## config.mk

```make
export PLATFORM = sky130hd
export DESIGN_NAME = tse_timer
export DESIGN_NICKNAME = d
export VERILOG_FILES = /design/src/tse_pkg.sv /design/src/tse_timer.sv
export SDC_FILE = /design/constraint.sdc
export NUM_CORES = 1
export LEC_CHECK = 0
export ABC_AREA = 1
export BUFFER_PORTS_ARGS = -buffer_cell sky130_fd_sc_hd__buf_2
export CORE_UTILIZATION = 55
export DETAILED_ROUTE_END_ITERATION = 6
export GPL_ROUTABILITY_DRIVEN = 0
export PLACE_DENSITY_LB_ADDON = 0.2
export SLEW_MARGIN = 20
export SYNTH_ARGS = -nofsm -noshare
export SYNTH_HDL_FRONTEND = slang
export SYNTH_SLANG_ARGS = --single-unit
```

## constraint.sdc

```tcl
create_clock -name mclk -period 6.7 [get_ports mclk]
set_clock_uncertainty 0.2 [all_clocks]
set_input_delay 0.67 -clock mclk [delete_from_list [all_inputs] [get_ports mclk]]
set_output_delay 0.67 -clock mclk [all_outputs]
set_load 0.05 [all_outputs]
```

## src/tse_pkg.sv

```systemverilog
package tse_pkg;

    localparam int unsigned CLK_HZ = 40000000;

    // apb byte addresses, one 32-bit word per register
    localparam logic [7:0] ADDR_CTRL_PRIMARY = 8'h00;
    localparam logic [7:0] ADDR_CTRL_SPLIT   = 8'h0C;
    localparam logic [7:0] ADDR_CMD_SET_PORT = 8'h14;
    localparam logic [7:0] ADDR_INPUT_INPUT_EVENT_CONTROL = 8'h24;
    localparam logic [7:0] ADDR_IRQ_ENABLE   = 8'h28;
    localparam logic [7:0] ADDR_IRQ_FLAG     = 8'h2C;
    localparam logic [7:0] ADDR_COUNT        = 8'h80;
    localparam logic [7:0] ADDR_PERIOD       = 8'h98;
    localparam logic [7:0] ADDR_CMP_A        = 8'hA0;
    localparam logic [7:0] ADDR_CMP_B        = 8'hA8;
    localparam logic [7:0] ADDR_CMP_C        = 8'hB0;

    // field positions
    localparam int unsigned BIT_ENABLE    = 0;
    localparam int unsigned BIT_PRESCALE_SELECT_LO = 1;
    localparam int unsigned BIT_CNTEN     = 0;
    localparam int unsigned BIT_ACT_LO    = 1;
    localparam int unsigned BIT_CMD_LO    = 2;
    localparam int unsigned BIT_WRAP      = 0;
    localparam int unsigned BIT_HIGH_UNDERFLOW      = 1;
    localparam int unsigned BIT_CMP_LO    = 4;

    localparam logic [1:0]  CMD_HARD_RESET = 2'h3;
    localparam logic [15:0] PERIOD_RESET   = 16'hFFFF;
    localparam logic [9:0]  PRESCALE_ZERO  = 10'h000;

    typedef enum logic [2:0] {
        ACT_NONE     = 3'h0,
        ACT_RISE     = 3'h1,
        ACT_ANY_EDGE = 3'h2,
        ACT_HIGH     = 3'h3,
        ACT_DIR      = 3'h4
    } tse_act_t;

    typedef struct packed {
        logic       wrapLowUnderflow;
        logic       highUnderflow;
        logic [2:0] compareMatch;
    } tse_events_t;

endpackage

```

## src/tse_timer.sv

```systemverilog
// Function
// [RQ1] mode switch reinterprets registers; stored values stay untouched
// [RQ2] software disables and hard-resets before changing mode
// [RQ3] software sets split, writes period, then enables
// [RQ4] enabled counter steps on prescaled ticks; value readable
// [RQ5] wrap/low-underflow event is a one-clock pulse
// [RQ6] high-underflow event pulses only in split mode
// [RQ7] three compare events pulse on match; split uses low bytes
// [RQ8] events fire under the same condition that sets flags
// [RQ9] input action: rising edge, any edge, or while high
// [RQ10] direction action: low counts up, high counts down
// [RQ11] count input used only while its enable bit is one
// [RQ12] split mode ignores the count input
// [RQ13] event source keeps level rate below timer rate; the source changes level every 2 clocks, so only while prescaleSelect is 0
// [RQ14] normal wrap condition at top up, bottom down
// [RQ15] normal compare condition: counter equals 16-bit compare
// [RQ16] split underflows when low or high counter reaches bottom
// [RQ17] split compares low counter to low compare byte only
// [RQ18] each condition sets its flag
// [RQ19] each source has its own enable bit
// [RQ20] request while enable and flag set, until flag cleared
// [RQ21] keeps running in idle sleep
// [RQ22] split counters count down only, single slope
// [RQ23] hard reset restores registers, only while disabled
// [RQ24] write one clears a flag, zero leaves it
module tse_timer
    import tse_pkg::*;
(
    input  wire logic        mclk,
    input  wire logic        resetn,
    input  wire logic        psel,
    input  wire logic        penable,
    input  wire logic        pwrite,
    input  wire logic [7:0]  paddr,
    input  wire logic [31:0] pwdata,
    output logic      [31:0] prdata,
    output logic             pready,
    output logic             pslverr,
    input  wire logic        countInput,
    output tse_events_t      eventsOut,
    output logic             irqRequest
);

    typedef struct packed {
        logic        enable;
        logic [2:0]  prescaleSelect;
        logic        dualByteSelect;
        logic        countInputEnable;
        logic [2:0]  inputActionSelect;
        logic [4:0]  irqEnable;
        logic [4:0]  irqFlag;
        logic [15:0] count;
        logic [15:0] period;
        logic [15:0] cmpA;
        logic [15:0] cmpB;
        logic [15:0] cmpC;
        logic [9:0]  prescale;
        logic        inPrev;
        logic        countDown;
        tse_events_t evt;
        logic        irq;
        logic [31:0] rdata;
        logic        ready;
        logic        slverr;
    } tse_state_t;

    tse_state_t st_ff;
    tse_state_t nxt_st;

    logic        tick;
    logic        stepEn;
    logic        wrapHit;
    logic        lowBottom;
    logic        highBottom;
    logic [2:0]  cmpHit;
    logic [4:0]  cond;
    logic [15:0] cmpVal [3];
    logic        wrEn;
    logic        rdEn;
    logic        mapped;

    assign cmpVal[0] = st_ff.cmpA;
    assign cmpVal[1] = st_ff.cmpB;
    assign cmpVal[2] = st_ff.cmpC;

    // prescaler tick: lowest n bits all ones, divider 2^n
    always_comb begin
        case (st_ff.prescaleSelect)
            3'h0: tick = 1'b1;
            3'h1: tick = &st_ff.prescale[0:0];
            3'h2: tick = &st_ff.prescale[1:0];
            3'h3: tick = &st_ff.prescale[2:0];
            3'h4: tick = &st_ff.prescale[3:0];
            3'h5: tick = &st_ff.prescale[5:0];
            3'h6: tick = &st_ff.prescale[7:0];
            default: tick = &st_ff.prescale[9:0];
        endcase
    end

    // count input gating; level actions rely on a slow source  RQ13
    always_comb begin
        stepEn = st_ff.enable & tick; // [RQ4]
        if (st_ff.countInputEnable && !st_ff.dualByteSelect) begin // [RQ11]
            case (tse_act_t'(st_ff.inputActionSelect))
                ACT_RISE:     stepEn = stepEn & countInput & ~st_ff.inPrev; // [RQ9]
                ACT_ANY_EDGE: stepEn = stepEn & (countInput ^ st_ff.inPrev); // [RQ9]
                ACT_HIGH:     stepEn = stepEn & countInput; // [RQ9]
                default:      stepEn = stepEn;
            endcase
        end
    end

    // match conditions; split reinterprets the same stored bits  RQ1
    always_comb begin
        wrapHit    = 1'b0;
        lowBottom  = 1'b0;
        highBottom = 1'b0;
        if (stepEn) begin
            if (st_ff.dualByteSelect) begin
                lowBottom  = st_ff.count[7:0] == 8'h00; // [RQ16]
                highBottom = st_ff.count[15:8] == 8'h00; // [RQ16]
            end else if (st_ff.countDown) begin
                wrapHit = st_ff.count == 16'h0000; // [RQ14]
            end else begin
                wrapHit = st_ff.count == st_ff.period; // [RQ14]
            end
        end
    end

    for (genvar i = 0; i < 3; i++) begin : g_cmp
        assign cmpHit[i] = stepEn & (st_ff.dualByteSelect
            ? st_ff.count[7:0] == cmpVal[i][7:0] // [RQ17] [RQ7]
            : st_ff.count == cmpVal[i]); // [RQ15]
    end

    // one condition vector feeds both flags and events  RQ8
    assign cond = {cmpHit, highBottom, wrapHit | lowBottom};

    assign wrEn   = psel & penable & pwrite & ~st_ff.ready;
    assign rdEn   = psel & penable & ~pwrite & ~st_ff.ready;
    assign mapped = paddr inside {ADDR_CTRL_PRIMARY, ADDR_CTRL_SPLIT,
        ADDR_CMD_SET_PORT, ADDR_INPUT_INPUT_EVENT_CONTROL, ADDR_IRQ_ENABLE,
        ADDR_IRQ_FLAG, ADDR_COUNT, ADDR_PERIOD, ADDR_CMP_A,
        ADDR_CMP_B, ADDR_CMP_C};

    always_comb begin
        nxt_st          = st_ff;
        nxt_st.inPrev   = countInput;
        nxt_st.ready    = 1'b0;
        nxt_st.slverr   = 1'b0;
        // no sleep input: idle sleep never stops the clock here  RQ21
        nxt_st.prescale = st_ff.enable ? st_ff.prescale + 10'h001
                                       : PRESCALE_ZERO;
        if (st_ff.countInputEnable && !st_ff.dualByteSelect // [RQ12]
            && tse_act_t'(st_ff.inputActionSelect) == ACT_DIR) begin
            nxt_st.countDown = countInput; // [RQ10]
        end else begin
            nxt_st.countDown = st_ff.dualByteSelect; // [RQ22]
        end
        if (stepEn) begin
            if (st_ff.dualByteSelect) begin
                // both bytes count down and reload from period bytes  RQ22
                nxt_st.count[7:0] = lowBottom ? st_ff.period[7:0]
                                              : st_ff.count[7:0] - 8'h01;
                nxt_st.count[15:8] = highBottom ? st_ff.period[15:8]
                                                : st_ff.count[15:8] - 8'h01;
            end else if (st_ff.countDown) begin
                nxt_st.count = wrapHit ? st_ff.period
                                       : st_ff.count - 16'h0001;
            end else begin
                nxt_st.count = wrapHit ? 16'h0000 : st_ff.count + 16'h0001;
            end
        end
        nxt_st.evt.wrapLowUnderflow = cond[BIT_WRAP]; // [RQ5]
        nxt_st.evt.highUnderflow    = cond[BIT_HIGH_UNDERFLOW]; // [RQ6]
        nxt_st.evt.compareMatch     = cmpHit; // [RQ7]
        if (wrEn) begin
            case (paddr)
                ADDR_CTRL_PRIMARY: begin
                    nxt_st.enable = pwdata[BIT_ENABLE];
                    nxt_st.prescaleSelect = pwdata[BIT_PRESCALE_SELECT_LO +: 3];
                end
                ADDR_CTRL_SPLIT:   nxt_st.dualByteSelect = pwdata[0];
                // command port is mapped; a write that is ignored is no error
                ADDR_CMD_SET_PORT: nxt_st.slverr = 1'b0;
                ADDR_INPUT_INPUT_EVENT_CONTROL: begin
                    nxt_st.countInputEnable = pwdata[BIT_CNTEN];
                    nxt_st.inputActionSelect = pwdata[BIT_ACT_LO +: 3];
                end
                ADDR_IRQ_ENABLE:   nxt_st.irqEnable = pwdata[4:0]; // [RQ19]
                ADDR_IRQ_FLAG:     nxt_st.irqFlag = st_ff.irqFlag & ~pwdata[4:0]; // [RQ24]
                ADDR_COUNT:        nxt_st.count  = pwdata[15:0];
                ADDR_PERIOD:       nxt_st.period = pwdata[15:0];
                ADDR_CMP_A:        nxt_st.cmpA   = pwdata[15:0];
                ADDR_CMP_B:        nxt_st.cmpB   = pwdata[15:0];
                ADDR_CMP_C:        nxt_st.cmpC   = pwdata[15:0];
                default:           nxt_st.slverr = 1'b1;
            endcase
            if (paddr == ADDR_CMD_SET_PORT && !st_ff.enable
                && pwdata[BIT_CMD_LO +: 2] == CMD_HARD_RESET) begin
                nxt_st = '0; // [RQ23]
                nxt_st.period = PERIOD_RESET; // [RQ23]
            end
        end
        // set wins over a same-cycle clear
        nxt_st.irqFlag = nxt_st.irqFlag | cond; // [RQ18]
        nxt_st.irq = |(nxt_st.irqFlag & nxt_st.irqEnable); // [RQ20]
        if (rdEn) begin
            nxt_st.slverr = ~mapped;
            case (paddr)
                ADDR_CTRL_PRIMARY: nxt_st.rdata = {28'h0000000,
                    st_ff.prescaleSelect, st_ff.enable};
                ADDR_CTRL_SPLIT:   nxt_st.rdata = {31'h00000000,
                    st_ff.dualByteSelect};
                ADDR_INPUT_INPUT_EVENT_CONTROL: nxt_st.rdata = {28'h0000000,
                    st_ff.inputActionSelect, st_ff.countInputEnable};
                ADDR_IRQ_ENABLE:   nxt_st.rdata = {27'h0000000,
                    st_ff.irqEnable};
                ADDR_IRQ_FLAG:     nxt_st.rdata = {27'h0000000,
                    st_ff.irqFlag};
                ADDR_COUNT:        nxt_st.rdata = {16'h0000, st_ff.count}; // [RQ4]
                ADDR_PERIOD:       nxt_st.rdata = {16'h0000, st_ff.period};
                ADDR_CMP_A:        nxt_st.rdata = {16'h0000, st_ff.cmpA};
                ADDR_CMP_B:        nxt_st.rdata = {16'h0000, st_ff.cmpB};
                ADDR_CMP_C:        nxt_st.rdata = {16'h0000, st_ff.cmpC};
                default:           nxt_st.rdata = 32'h00000000;
            endcase
        end
        if (wrEn || rdEn) begin
            nxt_st.ready = 1'b1;
        end
    end

    always_ff @(posedge mclk or negedge resetn) begin
        if (!resetn) begin
            st_ff        <= '0;
            st_ff.period <= PERIOD_RESET;
        end else begin
            st_ff <= nxt_st;
        end
    end

    assign prdata     = st_ff.rdata;
    assign pready     = st_ff.ready;
    assign pslverr    = st_ff.slverr;
    assign eventsOut  = st_ff.evt;
    assign irqRequest = st_ff.irq;

endmodule

```

==> results of run 1 <==
where the power goes:
group / switching (W) / total [W] / leakage [nW] / internal [W]
Clock: 0.000374 / 0.00102 / 0.305 / 0.000646
Combinational: 0.000218 / 0.000304 / 3.07 / 0.0000857
Sequential: 0.0000294 / 0.000867 / 1.67 / 0.000837
Total: 0.000622 / 0.00219 / 5.04 / 0.00157
metrics by stage:
step | hold WS, ns | cells | instance area (um^2)
floorplan | 0.174 | 1281 | 9180
global placement | 0.224 | 1461 | 9200
detailed placement | 0.232 | 1461 | 9210
CTS | 0.0393 | 1493 | 9840
global route | 0.0610 | 1493 | 9840
finish | 0.00835 | 1493 | 9840
final timing paths:
kind,from,endpoint,slack (ns),cells after the start
max,paddr[0],cmpVal[7]$_DFFE_PN0P_,3.14,11
min,resetn,prdata[1]$_DFFE_PN0P_,0.008,1
max reg2reg,st_ff[150]$_DFFE_PN0P_,st_ff[103]$_DFFE_PN1P_,3.25,7
min reg2reg,pready$_DFF_PN0_,pready$_DFF_PN0_,0.24,1
max in group asynchronous,resetn,st_ff[150]$_DFFE_PN0P_,4.94,2
min in group mclk,pready$_DFF_PN0_,pready$_DFF_PN0_,0.24,1
synth_stat cells, types with 2 or more instances:
| master | n |
|---|---|
| nand2_1 | 303 |
| inv_1 | 134 |
| dfrtp_1 | 119 |
| nand3_1 | 100 |
| nor2_1 | 100 |
| o21ai_0 | 93 |
| o22ai_1 | 55 |
| buf_4 | 43 |
| a21oi_1 | 39 |
| xor2_1 | 26 |
| clkbuf_1 | 25 |
| nor3_1 | 25 |
| buf_2 | 20 |
| nand4_1 | 20 |
| xnor2_1 | 19 |
| dfstp_2 | 16 |
| a32oi_1 | 10 |
| a211oi_1 | 8 |
| a221oi_1 | 7 |
| inv_2 | 7 |
| o211ai_1 | 7 |
| a22oi_1 | 6 |
| ha_1 | 6 |
| nand2_2 | 6 |
| nor4_1 | 6 |
| o21ai_1 | 6 |
| buf_6 | 5 |
| nor2_2 | 5 |
| o221ai_1 | 5 |
| o31ai_1 | 5 |
| buf_1 | 4 |
| nor2_4 | 4 |
| a2111oi_0 | 3 |
| a31oi_1 | 3 |
| clkinv_1 | 3 |
| nand2_4 | 3 |
| nand3b_1 | 3 |
| clkinv_8 | 2 |
| nand3_2 | 2 |
| or2_2 | 2 |
routing by layer:
layer	part of all wire (%)	global-route usage [%]
met5	0	0
met4	3.0	14.9
met3	12	12.0
met2	43	51.6
met1	42	48.3
state kept, by name, summed over array words and instances, names as in the netlist:
register / count
cmpVal: 48
eventsOut: 5
pslverr: 1
pready: 1
prdata: 16
st_ff: 63
irqRequest: 1
area by class of cell:
| type | count | area [um^2] |
|---|---|---|
| tap | 216 | 270 |
| clock inverter | 10 | 168 |
| inverter | 147 | 578 |
| multi-input combinational | 902 | 4630 |
| fill | 1463 | 6220 |
| sequential | 135 | 3400 |
| clock buffer | 22 | 464 |
| timing repair buffer | 61 | 332 |
logic make-up (layout without fill, tap and decap cells):
group	after synthesis	count (layout)
and+or+nand+nor	583	583
other	1	16
DFF	135	135
xor gates and xnor gates	45	45
buffers and inverters	244	240
adders and majority gates	6	6
AOI/OAI and AO/OA	252	252
==> metrics.md, run 1 <==
| Metric | Value |
|---|---|
| Outcome | `finished, final reports clean` |
| Crit-path most repeated cell | `inv_1` |
| Critical Path RT | `6.77 ns` |
| Leak Pwr | `5.04 nW` |
| DR iter-0 viols | `1180` |
| Largest net degree at the start of global routing | `73` |
| Crit end category | `flop` |
| Area delta synth->final | `7.81%` |
| Period utilization | `53.1%` |
| Die span in x | `131 um` |
| Register area share after synthesis | `37.2%` |
| FMAX | `281 MHz` |
| Predominant post-synthesis flop cell | `dfrtp_1` |
| Final WL | `28900 um` |
| Clock Pin Slew Worst Setup and Hold Paths | `0.06 ns` |
| Die area | `17100 um^2` |
| Starting density of the core | `56.8%` |
| Post-Synthesis Mean Instance Area | `7.21 um^2` |
| N_diodes | `0` |
| Synth Area in XOR/XNOR | `4.32%` |
| DR DRC count | `0` |
| CTS Buf Count | `17` |
| Most frequent cells in the layout | `nand2_1 (303), inv_1 (134), dfrtp_1 (119)` |
| Synth Area in Compound Gates | `16.6%` |
| Crit path buffers/inverters | `5` |
| Root Buffer Master | `clkbuf_16` |
| Final Hold Vio Count | `0` |
| Fin crit period | `3.56 ns` |
| RSZ-0062 raised after global routing | `no` |
| Largest delay share family, worst path | `simple AND/OR/NAND/NOR gates` |
| Layout Nets | `1316` |
| Total gr overflow | `0` |
| Slew margin rel. | `38.2%` |
| I/O pin count | `86` |
| GRT Total Usage | `35.5%` |
| FP Rows | `46` |
| Worst slew pin tran | `0.925 ns` |
| Number of max-cap violations | `0` |
| Most common cell after layout, fill and taps aside | `nand2_1` |
| Post-route ant nets | `0` |
| First-pass DRT Iterations | `6` |
| Final Power | `0.00219 W` |
| Cell taking the most area after synthesis | `dfrtp_1` |
| CP Launch Type | `primary input` |
| Post-layout util | `61.3%` |
| Crit path max fanout | `18` |
| Library cells used by synthesis | `51` |
| Clock Path Buffers | `2` |
| Share of the synthesized area in the top cell type | `32.6%` |
| Sinks on the clock net | `135` |
| FF+latch count, synth | `135` |
| Via/cell ratio | `6.05` |
| Synth Area in Simple Gates | `28.2%` |
| Warnings, synthesis | `0` |
| Post-synth EDFFs | `0` |
| Hold crit path type | `in2async` |
| Core area | `16100 um^2` |
| FFs w/ async S/R, synth | `100%` |
| Combinational family with the most area after synthesis | `simple AND/OR/NAND/NOR gates` |
| Vias in the first global route | `8400` |
| WS Path Type | `in2reg` |
| Worst slack, placed | `2.75 ns` |
| CTS tree | `done` |
| Post-synthesis adder-cell area fraction | `0.823%` |
| CP cell instances | `buf_2, inv_1, nand2_1, inv_1, nand3_1, inv_1, nand4_1, inv_1, nand2_1, nand2_1, o22ai_1` |
| Setup WS post-layout | `3.14 ns` |
| PwrDens | `223 nW/um^2` |
| PortBufs | `53` |
| Slowest stage cell, crit path | `nand2_1` |
| Setup Buffers After CTS | `0` |
| H-tree Lvls | `4` |
| Global-route wire length before repair | `45300 um` |
| Cells after synthesis | `1266` |
| PostCTS Resize Cnt | `0` |
| Clk_lat worst skew | `0.43 ns` |
| Via count | `9028` |
| Post-DP HPWL | `19700 um` |
| Main area contributors after synthesis | `dfrtp_1 (33%), nand2_1 (12%), inv_1 (5.5%), nand3_1 (5.5%), o21ai_0 (5.1%)` |
| Slew Viols, Final | `0` |
| CP peak stage delay | `0.73 ns` |
| Die H | `131 um` |
| Sum Neg Setup Slack | `0 ns` |
| Peak VDD IR | `0.188 mV` |
| Share of cells above drive strength 1 | `11.4%` |
| Drt wl/cell | `19.3 um` |
| Mux share of post-synthesis cell area | `0%` |
| Setup violators final | `0` |
| Mapped Area | `9130 um^2` |
| Hold_buf cts | `0` |
| WP data arrival | `3.63 ns` |
| Antenna violations before repair | `1` |
Note: power is estimated with default switching activity, not from simulation.
==> run 2, diff against run 1 <==
==> constraint.sdc (replaced) <==
create_clock -name mclk -period 2.9 [get_ports mclk]
set_clock_uncertainty 0.2 [all_clocks]
set_input_delay 0.29 -clock mclk [delete_from_list [all_inputs] [get_ports mclk]]
set_output_delay 0.29 -clock mclk [all_outputs]
set_load 0.05 [all_outputs]
==> run 2 against run 1 <==
Effect of this change: via count is 3.2% higher; critical path type is now reg2reg; clock power increased by 120%; die area stayed put; sequential power increased by 130%; critical path depth rose by 5; highest routed layer unchanged; clock-buffer cell count fell by 4; global-route usage increased by 0.74 points; sequential share of layout area decreased by 1.7 points; non-clock buffer count is 60 higher.
==> metrics.md, run 2 (synthesis gave the netlist of run 1 again) <==
| Metric | Value |
|---|---|
| H-tree Lvls | `4` |
| Worst Setup SP | `st_ff[125]$_DFF_PN0_` |
| Sum Neg Setup Slack | `0 ns` |
| Final Power | `0.00501 W` |
| DR DRC count | `0` |
| Share of cells above drive strength 1 | `14.4%` |
| Largest net degree at the start of global routing | `65` |
| Hold_sp | `pwdata[3]` |
| Hold crit path type | `in2reg` |
| Die H | `131 um` |
| WP data arrival | `2.86 ns` |
| CTS tree | `done` |
| CTS Buf Count | `17` |
| Slew margin rel. | `48.3%` |
| Highest Signal Layer | `met4` |
| Crit path max fanout | `10` |
| Largest delay share family, worst path | `simple AND/OR/NAND/NOR gates` |
| Period utilization | `92.8%` |
| PortBufs | `53` |
| Antenna violations before repair | `0` |
| Clock Pin Slew Worst Setup and Hold Paths | `0.06 ns` |
| FP Rows | `46` |
| Final Hold Vio Count | `0` |
| CP cell instances | `inv_1, ha_1, inv_2, nor2_4, nand2_2, nor3_4, nand2_4, a21oi_4, nand2_4, nor2_8, nand2_2, o21ai_1, nand2_1, nand2_1, nand2_1, nand2_1` |
| Layout Nets | `1376` |
| Post-layout util | `64.4%` |
| DR iter-0 viols | `1250` |
| Area delta synth->final | `13.3%` |
| Wl on met1 | `11900 um` |
| Via count | `9319` |
| Most frequent cells in the layout | `nand2_1 (303), inv_1 (134), dfrtp_1 (119)` |
| Fin crit period | `2.69 ns` |
| CP peak stage delay | `0.37 ns` |
| Reg2reg start | `st_ff[125]$_DFF_PN0_` |
| Peak VDD IR | `0.496 mV` |
| First-pass DRT Iterations | `6` |
| Via/cell ratio | `6.00` |
| Starting density of the core | `56.8%` |
| Hold WS | `0.0195 ns` |
| Final WL | `29400 um` |
| Post-route ant nets | `0` |
| Drt wl/cell | `18.9 um` |
| Core area | `16100 um^2` |
| Met3 wire length | `3820 um` |
| Clk_lat worst skew | `0.43 ns` |
| Most flop-heavy register | `st_ff` |
| WS Path Type | `reg2reg` |
| I/O pin count | `86` |
| Total gr overflow | `0` |
| Setup violators final | `0` |
| Number of max-cap violations | `0` |
| Critical Path RT | `3.07 ns` |
| Outcome | `finished, final reports clean` |
| Crit-path most repeated cell | `nand2_1` |
| Vias in the first global route | `8531` |
| CP Launch Type | `flop` |
| Crit path buffers/inverters | `2` |
| Clock Path Buffers | `2` |
| WL met2 | `12800 um` |
| Most common cell after layout, fill and taps aside | `nand2_1` |
| Slew Viols, Final | `0` |
| Slowest stage cell, crit path | `dfrtp_1` |
| PwrDens | `484 nW/um^2` |
| GRT Total Usage | `36.3%` |
| Max reg flops | `63` |
| Root Buffer Master | `clkbuf_16` |
| Die area | `17100 um^2` |
| Die span in x | `131 um` |
| N_diodes | `0` |
| Crit end category | `flop` |
| Post-DP HPWL | `21000 um` |
| Sinks on the clock net | `135` |
| Leak Pwr | `5.33 nW` |
| FMAX | `371 MHz` |
| Worst slew pin tran | `0.756 ns` |
| Global-route wire length before repair | `46100 um` |
-- run 2: cell count changes in the layout (fill, tap and decap cells not counted), sizes merged --
| cell | previous run | this run |
|---|---|---|
| bufinv | 4 | 2 |
| clkbuf | 22 | 18 |
| dlygate4sd3 | 0 | 16 |
| buf | 61 | 105 |
| clkinv | 9 | 11 |
| inv | 143 | 147 |
-- run 2: repair_timing --
action,CTS,global route
gates resized for setup,0,0
hold endpoints to repair,74,0
hold buffers,16,0
setup endpoints to repair,0,1
buffers inserted,0,2
-- run 2: power by group --
group          switching [W]  leakage (nW)  internal, W  total, W
registers          0.0000468          1.67      0.00193   0.00198
logic               0.000529          3.37     0.000254  0.000782
clock network       0.000934         0.295      0.00131   0.00225
total                0.00151          5.33      0.00350   0.00501
-- run 2: worst paths after layout --
| path | to | slack (ns) | depth (start not counted) |
|---|---|---|---|
| max in group asynchronous | cmpVal[43]$_DFFE_PN0P_ | 1.54 | 3 |
| min | st_ff[103]$_DFFE_PN1P_ | 0.02 | 3 |
| max | st_ff[122]$_DFF_PN0_ | 0.21 | 16 |
| min in group asynchronous | prdata[3]$_DFFE_PN0P_ | 0.22 | 2 |
| min reg2reg | prdata[14]$_DFFE_PN0P_ | 0.30 | 2 |
| max reg2reg | st_ff[122]$_DFF_PN0_ | 0.21 | 16 |
-- run 2: per-stage QoR --
step	instance area, um^2	setup WS (ns)	std cells
after CTS	10300	0.220	1551
after floorplan	9180	0.302	1281
after global placement	9570	0.277	1503
final	10300	0.208	1553
after detailed placement	9570	0.239	1503
after global routing	10300	-0.00275	1553
-- run 2: worst register-to-register path, cell delays in order, from the launching register on --
cell     delay, ns
dfrtp_1       0.37
inv_1         0.17
ha_1          0.22
inv_2         0.06
nor2_4        0.13
nand2_2       0.10
nor3_4        0.28
nand2_4       0.09
a21oi_4       0.21
nand2_4       0.14
nor2_8        0.22
nand2_2       0.10
o21ai_1       0.13
nand2_1       0.06
nand2_1       0.06
nand2_1       0.05
nand2_1       0.05
-- run 2: final cells by class --
type | count | area (um^2)
Tap cell | 216 | 270
Sequential cell | 135 | 3400
Fill cell | 1409 | 5710
Multi-Input combinational cell | 902 | 4620
Timing Repair Buffer | 121 | 872
Clock buffer | 18 | 439
Inverter | 147 | 578
Clock inverter | 14 | 164
-- run 2: per-layer routing --
layer | vias to the layer above | global-route usage (%)
li1 | 4286 | -
met1 | 4323 | 49.6
met2 | 617 | 54.1
met3 | 93 | 11.0
met4 | 0 | 13.2
met5 | - | 0
